`config.mk`:
```
export PLATFORM = sky130hd
export DESIGN_NAME = snvs_device_flat
export DESIGN_NICKNAME = d
export VERILOG_FILES = /design/src/include/snvs_pkg.sv /design/src/include/snvs_if.sv /design/src/logic/snvs_sync.sv /design/src/logic/snvs_device.sv /design/src/flat_wrapper.sv
export VERILOG_INCLUDE_DIRS = /design/src /design/src/include
export SDC_FILE = /design/constraint.sdc
export NUM_CORES = 1
export LEC_CHECK = 0
export BUFFER_PORTS_ARGS = -buffer_cell sky130_fd_sc_hd__clkbuf_2
export CORE_MARGIN = 2
export CORE_UTILIZATION = 60
export DETAILED_ROUTE_END_ITERATION = 10
export PLACE_DENSITY = 0.88
export REMOVE_ABC_BUFFERS = 1
export SLEW_MARGIN = 20
export SYNTH_ARGS = -nofsm -noshare
export SYNTH_HDL_FRONTEND = slang
export SYNTH_SLANG_ARGS = --single-unit
export TNS_END_PERCENT = 20
```
`constraint.sdc`:
```
create_clock -name MCLK -period 12.66 [get_ports MCLK]
set_input_delay 0.633 -clock MCLK [delete_from_list [all_inputs] [get_ports MCLK]]
set_output_delay 0.633 -clock MCLK [all_outputs]
set_load 0.005 [all_outputs]
```
`src/include/snvs_params.svh`:
```
`ifndef SNVS_PARAMS_SVH
`define SNVS_PARAMS_SVH

// clock and link timing
`define SNVS_MCLK_NS      8
`define SNVS_STORE_MS     5
`define SNVS_STORE_CYC    ((`SNVS_STORE_MS * 1000000) / `SNVS_MCLK_NS)
`define SNVS_RECALL_NS    2000
`define SNVS_RECALL_CYC   (`SNVS_RECALL_NS / `SNVS_MCLK_NS)
`define SNVS_PUR_NS       2000
`define SNVS_PUR_CYC      (`SNVS_PUR_NS / `SNVS_MCLK_NS)
`define SNVS_PUR_WAIT_CYC (`SNVS_PUR_CYC + 8)
`define SNVS_SCLK_HALF_NS  80
`define SNVS_SCLK_HALF_CYC ((`SNVS_SCLK_HALF_NS + `SNVS_MCLK_NS - 1) / `SNVS_MCLK_NS)
`define SNVS_TMR_W        20

// instruction fields
`define SNVS_INS_START    7
`define SNVS_ADR_MSB      6
`define SNVS_ADR_LSB      3
`define SNVS_OP_MSB       2
`define SNVS_INS_BITS     8
`define SNVS_WORD_BITS    16
`define SNVS_XFER_BITS    24

// controller registers, byte offsets
`define SNVS_REG_CMD      8'h00
`define SNVS_REG_WDATA    8'h04
`define SNVS_REG_RDATA    8'h08
`define SNVS_REG_STAT     8'h0c
`define SNVS_REG_PINS     8'h10
`define SNVS_STAT_BUSY    0
`define SNVS_STAT_PUR     1
`define SNVS_PINS_STORE   0
`define SNVS_PINS_RECALL  1

// reset values
`define SNVS_WEL_RST      1'b0
`define SNVS_PRL_RST      1'b0

`endif

```
`src/include/snvs_pkg.sv`:
```
`default_nettype none

package snvs_pkg;

   typedef enum logic [2:0] {
      SNVS_OP_WRDIS  = 3'h0,
      SNVS_OP_COMMIT = 3'h1,
      SNVS_OP_RSVD   = 3'h2,
      SNVS_OP_WRITE  = 3'h3,
      SNVS_OP_WRSET  = 3'h4,
      SNVS_OP_RELOAD = 3'h5,
      SNVS_OP_READ0  = 3'h6,
      SNVS_OP_READ1  = 3'h7
   } snvs_op_t;

   typedef enum logic [3:0] {
      SNVS_D_PUR    = 4'h0,
      SNVS_D_IDLE   = 4'h1,
      SNVS_D_INSTR  = 4'h3,
      SNVS_D_WDATA  = 4'h2,
      SNVS_D_RDATA  = 4'h6,
      SNVS_D_DONE   = 4'h7,
      SNVS_D_STORE  = 4'h5,
      SNVS_D_RECALL = 4'h4
   } snvs_dstate_t;

   typedef enum logic [2:0] {
      SNVS_H_WAIT  = 3'h0,
      SNVS_H_IDLE  = 3'h1,
      SNVS_H_SETUP = 3'h3,
      SNVS_H_LOW   = 3'h2,
      SNVS_H_HIGH  = 3'h6,
      SNVS_H_DESEL = 3'h7
   } snvs_hstate_t;

endpackage : snvs_pkg

`default_nettype wire

```
`src/include/snvs_if.sv`:
```
`timescale 1ns/1ps
`default_nettype none

interface snvs_if;
   logic ce;
   logic serial_clock;
   logic serial_in;
   logic serial_out;
   logic serial_out_oe;
   logic store_n;
   logic recall_n;

   modport dev (
      input  ce,
      input  serial_clock,
      input  serial_in,
      input  store_n,
      input  recall_n,
      output serial_out,
      output serial_out_oe
   );

   modport hst (
      output ce,
      output serial_clock,
      output serial_in,
      output store_n,
      output recall_n,
      input  serial_out,
      input  serial_out_oe
   );
endinterface : snvs_if

`default_nettype wire

```
`src/logic/snvs_sync.sv`:
```
`timescale 1ns/1ps
`default_nettype none

module snvs_sync #(
   parameter int unsigned WIDTH = 1
) (
   // clock and reset
   input  wire logic             clk,
   input  wire logic             rst,
   // levels
   input  wire logic [WIDTH-1:0] d,
   output logic      [WIDTH-1:0] q
);
   logic [WIDTH-1:0] meta_r;

   // meta_r is read by q and nothing else
   always_ff @(posedge clk or posedge rst) begin
      if (rst) begin
         meta_r <= '0;
         q      <= '0;
      end else begin
         meta_r <= d;
         q      <= meta_r;
      end
   end
endmodule : snvs_sync

`default_nettype wire

```
`src/logic/snvs_device.sv`:
```
// The register addresses and the plain strobed port were chosen for this implementation.
`timescale 1ns/1ps
`default_nettype none
`include "snvs_params.svh"

module snvs_device
   import snvs_pkg::*;
#(
   parameter int unsigned STORE_CYCLES = `SNVS_STORE_CYC
) (
   // clock and reset
   input  wire logic MCLK,
   input  wire logic RST,
   // serial link
   snvs_if.dev       LINK,
   // status
   output logic      STORE_BUSY,
   output logic      RECALL_BUSY,
   output logic      WRITE_EN,
   output logic      RECALL_DONE,
   output logic      STANDBY
);
   localparam logic [`SNVS_TMR_W-1:0] TMR_STORE  = `SNVS_TMR_W'(STORE_CYCLES);
   localparam logic [`SNVS_TMR_W-1:0] TMR_RECALL = `SNVS_TMR_W'(`SNVS_RECALL_CYC);
   localparam logic [`SNVS_TMR_W-1:0] TMR_PUR    = `SNVS_TMR_W'(`SNVS_PUR_CYC);
   localparam logic [`SNVS_TMR_W-1:0] TMR_LAST   = `SNVS_TMR_W'(1);

   logic [4:0]              pins_s;
   logic                    ce;
   logic                    sclk;
   logic                    din;
   logic                    commit_n;
   logic                    reload_n;
   logic                    sclk_d_r;
   logic                    sclk_rise;
   logic                    sclk_fall;
   snvs_dstate_t            state_r;
   logic [`SNVS_TMR_W-1:0]  tmr_r;
   logic [7:0]              ir_r;
   logic [3:0]              cnt_r;
   logic [7:0]              full_byte;
   snvs_op_t                op;
   logic                    busy;
   logic                    byte_done;
   logic                    store_go;
   logic                    recall_go;
   logic                    tmr_end;
   logic                    wel_r;
   logic                    prl_r;
   logic [3:0]              addr_r;
   logic [15:0]             wsr_r;
   logic [4:0]              wcnt_r;
   logic [15:0]             rsr_r;
   logic [3:0]              rcnt_r;
   logic                    rd_on_r;
   logic                    wr_commit;
   logic [15:0][15:0]       ram_r;
   logic [15:0][15:0]       nv_r;

   // every pin comes from the host's domain
   snvs_sync #(
      .WIDTH (5)
   ) u_sync (
      .clk (MCLK),
      .rst (RST),
      .d   ({LINK.ce, LINK.serial_clock, LINK.serial_in, LINK.store_n, LINK.recall_n}),
      .q   (pins_s)
   );

   assign ce       = pins_s[4];
   assign sclk     = pins_s[3];
   assign din      = pins_s[2];
   assign commit_n = pins_s[1];
   assign reload_n = pins_s[0];

   // edges only, so a halted serial clock just holds everything
   always_ff @(posedge MCLK or posedge RST) begin
      if (RST) begin
         sclk_d_r <= 1'b0;
      end else begin
         sclk_d_r <= sclk;
      end
   end

   assign sclk_rise = sclk & ~sclk_d_r;
   assign sclk_fall = ~sclk & sclk_d_r;
   assign full_byte = {ir_r[6:0], din};
   assign op        = snvs_op_t'(full_byte[`SNVS_OP_MSB:0]);
   // power-up recall is busy too, so commands die here
   assign busy      = (state_r == SNVS_D_PUR) || (state_r == SNVS_D_STORE) ||
                      (state_r == SNVS_D_RECALL);
   assign byte_done = (state_r == SNVS_D_INSTR) && ce && sclk_rise && (cnt_r == 4'h7);
   assign store_go  = !busy && wel_r && prl_r &&
                      ((byte_done && op == SNVS_OP_COMMIT) || !commit_n);
   assign recall_go = !busy && !store_go &&
                      ((byte_done && op == SNVS_OP_RELOAD) || !reload_n);
   assign tmr_end   = (tmr_r == TMR_LAST);
   assign wr_commit = (state_r == SNVS_D_WDATA) && !ce && (wcnt_r != 5'h0) &&
                      wel_r;

   // sequencing
   always_ff @(posedge MCLK or posedge RST) begin
      if (RST) begin
         state_r <= SNVS_D_PUR;
         tmr_r   <= TMR_PUR;
      end else begin
         case (state_r)
            SNVS_D_PUR, SNVS_D_STORE, SNVS_D_RECALL: begin
               // finishing in done forces a deselect before the next command
               if (tmr_end) begin
                  state_r <= SNVS_D_DONE;
               end else begin
                  tmr_r <= tmr_r - TMR_LAST;
               end
            end
            default: begin
               if (store_go) begin
                  state_r <= SNVS_D_STORE;
                  tmr_r   <= TMR_STORE;
               end else if (recall_go) begin
                  state_r <= SNVS_D_RECALL;
                  tmr_r   <= TMR_RECALL;
               end else if (!ce) begin
                  state_r <= SNVS_D_IDLE;
               end else begin
                  case (state_r)
                     SNVS_D_IDLE: begin
                        if (sclk_rise && din) begin
                           state_r <= SNVS_D_INSTR;
                        end
                     end
                     SNVS_D_INSTR: begin
                        if (byte_done) begin
                           case (op)
                              SNVS_OP_WRITE: state_r <= SNVS_D_WDATA;
                              SNVS_OP_READ0,
                              SNVS_OP_READ1: state_r <= SNVS_D_RDATA;
                              default:       state_r <= SNVS_D_DONE;
                           endcase
                        end
                     end
                     SNVS_D_RDATA: begin
                        if (sclk_rise && rd_on_r && rcnt_r == 4'hf) begin
                           state_r <= SNVS_D_DONE;
                        end
                     end
                     default: begin
                        state_r <= state_r;
                     end
                  endcase
               end
            end
         endcase
      end
   end

   // instruction register
   always_ff @(posedge MCLK or posedge RST) begin
      if (RST) begin
         ir_r  <= 8'h00;
         cnt_r <= 4'h0;
      end else if (!ce) begin
         ir_r  <= 8'h00;
         cnt_r <= 4'h0;
      end else if (state_r == SNVS_D_IDLE && sclk_rise && din && !store_go && !recall_go) begin
         ir_r  <= 8'h01;
         cnt_r <= 4'h1;
      end else if (state_r == SNVS_D_INSTR && sclk_rise) begin
         ir_r  <= full_byte;
         cnt_r <= 4'(cnt_r + 4'h1);
      end
   end

   // write-enable and previous-recall latches
   always_ff @(posedge MCLK or posedge RST) begin
      if (RST) begin
         wel_r <= `SNVS_WEL_RST;
         prl_r <= `SNVS_PRL_RST;
      end else begin
         if (byte_done && op == SNVS_OP_WRDIS) begin
            wel_r <= 1'b0;
         end else if (byte_done && op == SNVS_OP_WRSET) begin
            wel_r <= 1'b1;
         end
         if (state_r == SNVS_D_STORE && tmr_end) begin
            wel_r <= 1'b0;
         end
         // the power-up recall ends in the same way but leaves prl alone
         if (state_r == SNVS_D_RECALL && tmr_end) begin
            prl_r <= 1'b1;
         end
      end
   end

   // serial data in and out
   always_ff @(posedge MCLK or posedge RST) begin
      if (RST) begin
         addr_r  <= 4'h0;
         wsr_r   <= 16'h0000;
         wcnt_r  <= 5'h00;
         rsr_r   <= 16'h0000;
         rcnt_r  <= 4'h0;
         rd_on_r <= 1'b0;
      end else begin
         if (byte_done) begin
            addr_r <= full_byte[`SNVS_ADR_MSB:`SNVS_ADR_LSB];
            wcnt_r <= 5'h00;
            rcnt_r <= 4'h0;
         end
         if (state_r == SNVS_D_WDATA && ce && sclk_rise) begin
            // no stop after 16: later bits push older ones out
            wsr_r <= {wsr_r[14:0], din};
            if (wcnt_r != 5'h10) begin
               wcnt_r <= 5'(wcnt_r + 5'h01);
            end
         end
         if (state_r == SNVS_D_RDATA && ce) begin
            if (sclk_fall && !rd_on_r) begin
               rsr_r   <= ram_r[addr_r];
               rd_on_r <= 1'b1;
            end else if (sclk_rise && rd_on_r && rcnt_r != 4'hf) begin
               rsr_r  <= {rsr_r[14:0], 1'b0};
               rcnt_r <= 4'(rcnt_r + 4'h1);
            end
         end else begin
            rd_on_r <= 1'b0;
         end
      end
   end

   // volatile array; reload copies every word in one edge
   always_ff @(posedge MCLK) begin
      if ((state_r == SNVS_D_RECALL || state_r == SNVS_D_PUR) && tmr_end) begin
         ram_r <= nv_r;
      end else if (wr_commit) begin
         ram_r[addr_r] <= wsr_r;
      end
   end

   // shadow array, blank after reset so simulation starts defined
   always_ff @(posedge MCLK or posedge RST) begin
      if (RST) begin
         nv_r <= '0;
      end else if (state_r == SNVS_D_STORE && tmr_end) begin
         nv_r <= ram_r;
      end
   end

   assign LINK.serial_out    = rsr_r[15];
   assign LINK.serial_out_oe = rd_on_r;
   assign STORE_BUSY         = (state_r == SNVS_D_STORE);
   assign RECALL_BUSY        = (state_r == SNVS_D_RECALL) || (state_r == SNVS_D_PUR);
   assign WRITE_EN           = wel_r;
   assign RECALL_DONE        = prl_r;
   assign STANDBY            = (state_r == SNVS_D_IDLE) && !ce;
endmodule : snvs_device

`default_nettype wire

```
`src/flat_wrapper.sv`:
```
// flat-port wrapper written by rule: the top's interface ports become plain ports
module snvs_device_flat import snvs_pkg::*;
#(
   parameter int unsigned STORE_CYCLES = `SNVS_STORE_CYC
)
  (MCLK, RST, STORE_BUSY, RECALL_BUSY, WRITE_EN, RECALL_DONE, STANDBY, LINK_ce, LINK_serial_clock, LINK_serial_in, LINK_store_n, LINK_recall_n, LINK_serial_out, LINK_serial_out_oe);
  snvs_if LINK_i ();
  input  wire logic MCLK;
  input  wire logic RST;
  output logic STORE_BUSY;
  output logic RECALL_BUSY;
  output logic WRITE_EN;
  output logic RECALL_DONE;
  output logic STANDBY;
  input wire logic [$bits(LINK_i.ce)-1:0] LINK_ce;
  input wire logic [$bits(LINK_i.serial_clock)-1:0] LINK_serial_clock;
  input wire logic [$bits(LINK_i.serial_in)-1:0] LINK_serial_in;
  input wire logic [$bits(LINK_i.store_n)-1:0] LINK_store_n;
  input wire logic [$bits(LINK_i.recall_n)-1:0] LINK_recall_n;
  output wire logic [$bits(LINK_i.serial_out)-1:0] LINK_serial_out;
  output wire logic [$bits(LINK_i.serial_out_oe)-1:0] LINK_serial_out_oe;
  assign LINK_i.ce = LINK_ce;
  assign LINK_i.serial_clock = LINK_serial_clock;
  assign LINK_i.serial_in = LINK_serial_in;
  assign LINK_i.store_n = LINK_store_n;
  assign LINK_i.recall_n = LINK_recall_n;
  assign LINK_serial_out = LINK_i.serial_out;
  assign LINK_serial_out_oe = LINK_i.serial_out_oe;
  snvs_device #(.STORE_CYCLES(STORE_CYCLES)) u_core (.MCLK(MCLK), .RST(RST), .LINK(LINK_i), .STORE_BUSY(STORE_BUSY), .RECALL_BUSY(RECALL_BUSY), .WRITE_EN(WRITE_EN), .RECALL_DONE(RECALL_DONE), .STANDBY(STANDBY));
endmodule
```
==> impl_metrics.env <==
export IMPL_final_common_cell="nand2_1"
export IMPL_die_height_um=218
export IMPL_cts_buffer_depth=3
export IMPL_root_buffer="clkbuf_16"
export IMPL_syn_to_final_growth_pct=8.85
export IMPL_syn_area_um2=27500
export IMPL_leakage_uw=0.0131
export IMPL_synth_edf_count=256
export IMPL_setup_ws_ps=8110
export IMPL_wl_per_cell_um=22.2
export IMPL_async_flop_share=0.576
export IMPL_period_share=0.359
export IMPL_post_cts_buffers=0
export IMPL_synthDistinctLibCells=55
export IMPL_start_util=0.607
export IMPL_dr_pass1_iters=7
export IMPL_core_um2=45300
export IMPL_cts_resized=0
export IMPL_via_per_inst=6.45
export IMPL_hold_class="in2reg"
export IMPL_cts_made_buffers=59
export IMPL_drc=0
export IMPL_routabilityCongestion=0.868
export IMPL_crit_path_max_fanout=209
export IMPL_skew_ps=22.0
export IMPL_period_minus_slack_ps=4550
export IMPL_first_iter_violations=3607
export IMPL_yosysWarnings=0
export IMPL_fmax_mhz=220
export IMPL_synth_top_area_cell="dfrtp_1"
export IMPL_grt_use_total=0.323
export IMPL_outcome="completed"
export IMPL_ir_drop_mv=0.113
export IMPL_drive_gt1_frac=0.0945
export IMPL_grt_ovfl_total=0
export IMPL_yosysSeqAreaShare=0.597
export IMPL_crit_arrival_ps=4870
export IMPL_die_x_um=218
export IMPL_rsz0062_at_grt="no"
export IMPL_slew_viol_final=0
export IMPL_required_ps=12990
export IMPL_synth_top_cell_area_share=0.311
export IMPL_tightest_slew_ps=1190
export IMPL_htreeDepth=2
export IMPL_cap_violations=0
export IMPL_synth_area_leaders="dfrtp_1, edfxtp_1, nand2_1"
export IMPL_ant_nets=0
export IMPL_setup_viol=0
export IMPL_rows=78
export IMPL_totalNegativeSetupSlack_ps=0
export IMPL_final_nets=2788
export IMPL_grt_max_degree=257
export IMPL_hold_violations=0
export IMPL_via_count=22100
export IMPL_die_area_um2=47500
export IMPL_critPathLaunchType="register"
export IMPL_max_slew_margin=0.205
export IMPL_clock_latency_ps=630
export IMPL_drt_wl_total_mm=76.0
export IMPL_reg2reg_from="u_core.tmr_r[10]"
export IMPL_grt_pass1_wl_mm=120
export IMPL_grt_pass1_vias=22200
export IMPL_synthCells=2867
export IMPL_synth_area_per_cell_um2=9.58
export IMPL_p_per_area_nw_per_um2=129
export IMPL_grt_antenna_before_repair=5
export IMPL_final_cell_mix="nand2_1, dfrtp_1, nand3_1, edfxtp_1, mux4_2"
export IMPL_clock_sinks=604
export IMPL_clk_pin_slew_ps=60
export IMPL_place_ws_ps=8420
export IMPL_synth_seq_cells=604
export IMPL_post_dp_hpwl_mm=42.9
export IMPL_cp_end_kind="register"
export IMPL_numPortBuffers=13
export IMPL_cp_startpoint="u_core.tmr_r[10]"
export IMPL_ios=14
export IMPL_min_from="LINK_serial_clock"
export IMPL_cts_tree="done"
export IMPL_postCtsHoldBufs=0
export IMPL_synthFlopType="dfrtp_1"
export IMPL_path_class="reg2reg"
## path summary, 6_finish.rpt
kind / slack [ps] / to / depth (start not counted)
worst max register to register: 8110 / u_core.ram_r[2] / 7
worst min register to register: 360 / u_core.u_sync.q[4] / 0
max in group asynchronous: 10850 / u_core.nv_r[170] / 3
min in group asynchronous: 210 / u_core.rcnt_r[3] / 2
worst min-delay path: 110 / u_core.u_sync.meta_r[3] / 1
worst max-delay path: 8110 / u_core.ram_r[2] / 7
## cell type report
type	count	area, um^2
Antenna cell	4	10.0
Clock buffer	94	1760
Clock inverter	17	189
Fill cell	3132	15400
Inverter	18	75.1
Multi-Input combinational cell	2032	10200
Sequential cell	604	16400
Tap cell	600	751
Timing Repair Buffer	60	467
## flip-flops by register name, summed over array words and instances, names as in the netlist
register / cells
u_core.LINK.serial_out_oe: 1
u_core.RECALL_DONE: 1
u_core.WRITE_EN: 1
u_core.addr_r: 4
u_core.cnt_r: 4
u_core.ir_r: 6
u_core.nv_r: 256
u_core.ram_r: 256
u_core.rcnt_r: 4
u_core.rsr_r: 16
u_core.sclk_d_r: 1
u_core.state_r: 3
u_core.tmr_r: 20
u_core.u_sync.meta_r: 5
u_core.u_sync.q: 5
u_core.wcnt_r: 5
u_core.wsr_r: 16
## cells in the mapped netlist, drive strengths merged (12+ instances only)
master	instances
edfxtp	256
clkbuf	127
o21ai	33
o31ai	14
buf	86
or3	12
nand2	1401
nand3	289
nor3	18
nor2	46
a21oi	20
nand4	15
inv	18
dfrtp	342
mux4	80
a31oi	19
## where the power goes
| group | leakage, uW | internal, uW | switching, uW |
|---|---|---|---|
| clock network | 0.000956 | 1030 | 759 |
| logic | 0.00565 | 3.43 | 27.2 |
| registers | 0.00650 | 2030 | 2.94 |
## through the flow
step / cells / utilization / hold WS, ps / total power, uW / cell area (um^2)
2_1_floorplan: 2654 / - / 331 / 2090 / 26600
3_3_place_gp: 3313 / 0.616 / 345 / 2100 / 27900
3_5_place_dp: 3313 / 0.616 / 337 / 2100 / 27900
4_1_cts: 3424 / 0.659 / 105 / 3860 / 29900
5_1_grt: 3425 / 0.660 / 112 / 3940 / 29900
6_report: 3429 / 0.661 / 112 / 3850 / 29900
## critical path, stage by stage (launching register included)
cell     delay (ps)
dfrtp_1         440
or4_4           580
or4_1           540
nor2_1          480
nand2_4         490
buf_12          400
o21ai_1         660
buf_4           320
## per-layer routing
metal | track usage | part of all wire | routed length, um
met3 | 0.0802 | 0.13 | 9970
met5 | 0 | 0 | 0
met2 | 0.498 | 0.46 | 34900
met4 | 0.199 | 0.065 | 4910
met1 | 0.416 | 0.34 | 26200
## cells by family after synthesis
logic type	Yosys count	synth area share
AOI/OAI and AO/OA	113	0.0259
adders and majority gates	6	0.00273
buffers and inverters	231	0.0345
DFF	604	0.597
muxes	83	0.0667
and+or+nand+nor	1830	0.273
Note: power is estimated with default switching activity, not from simulation.
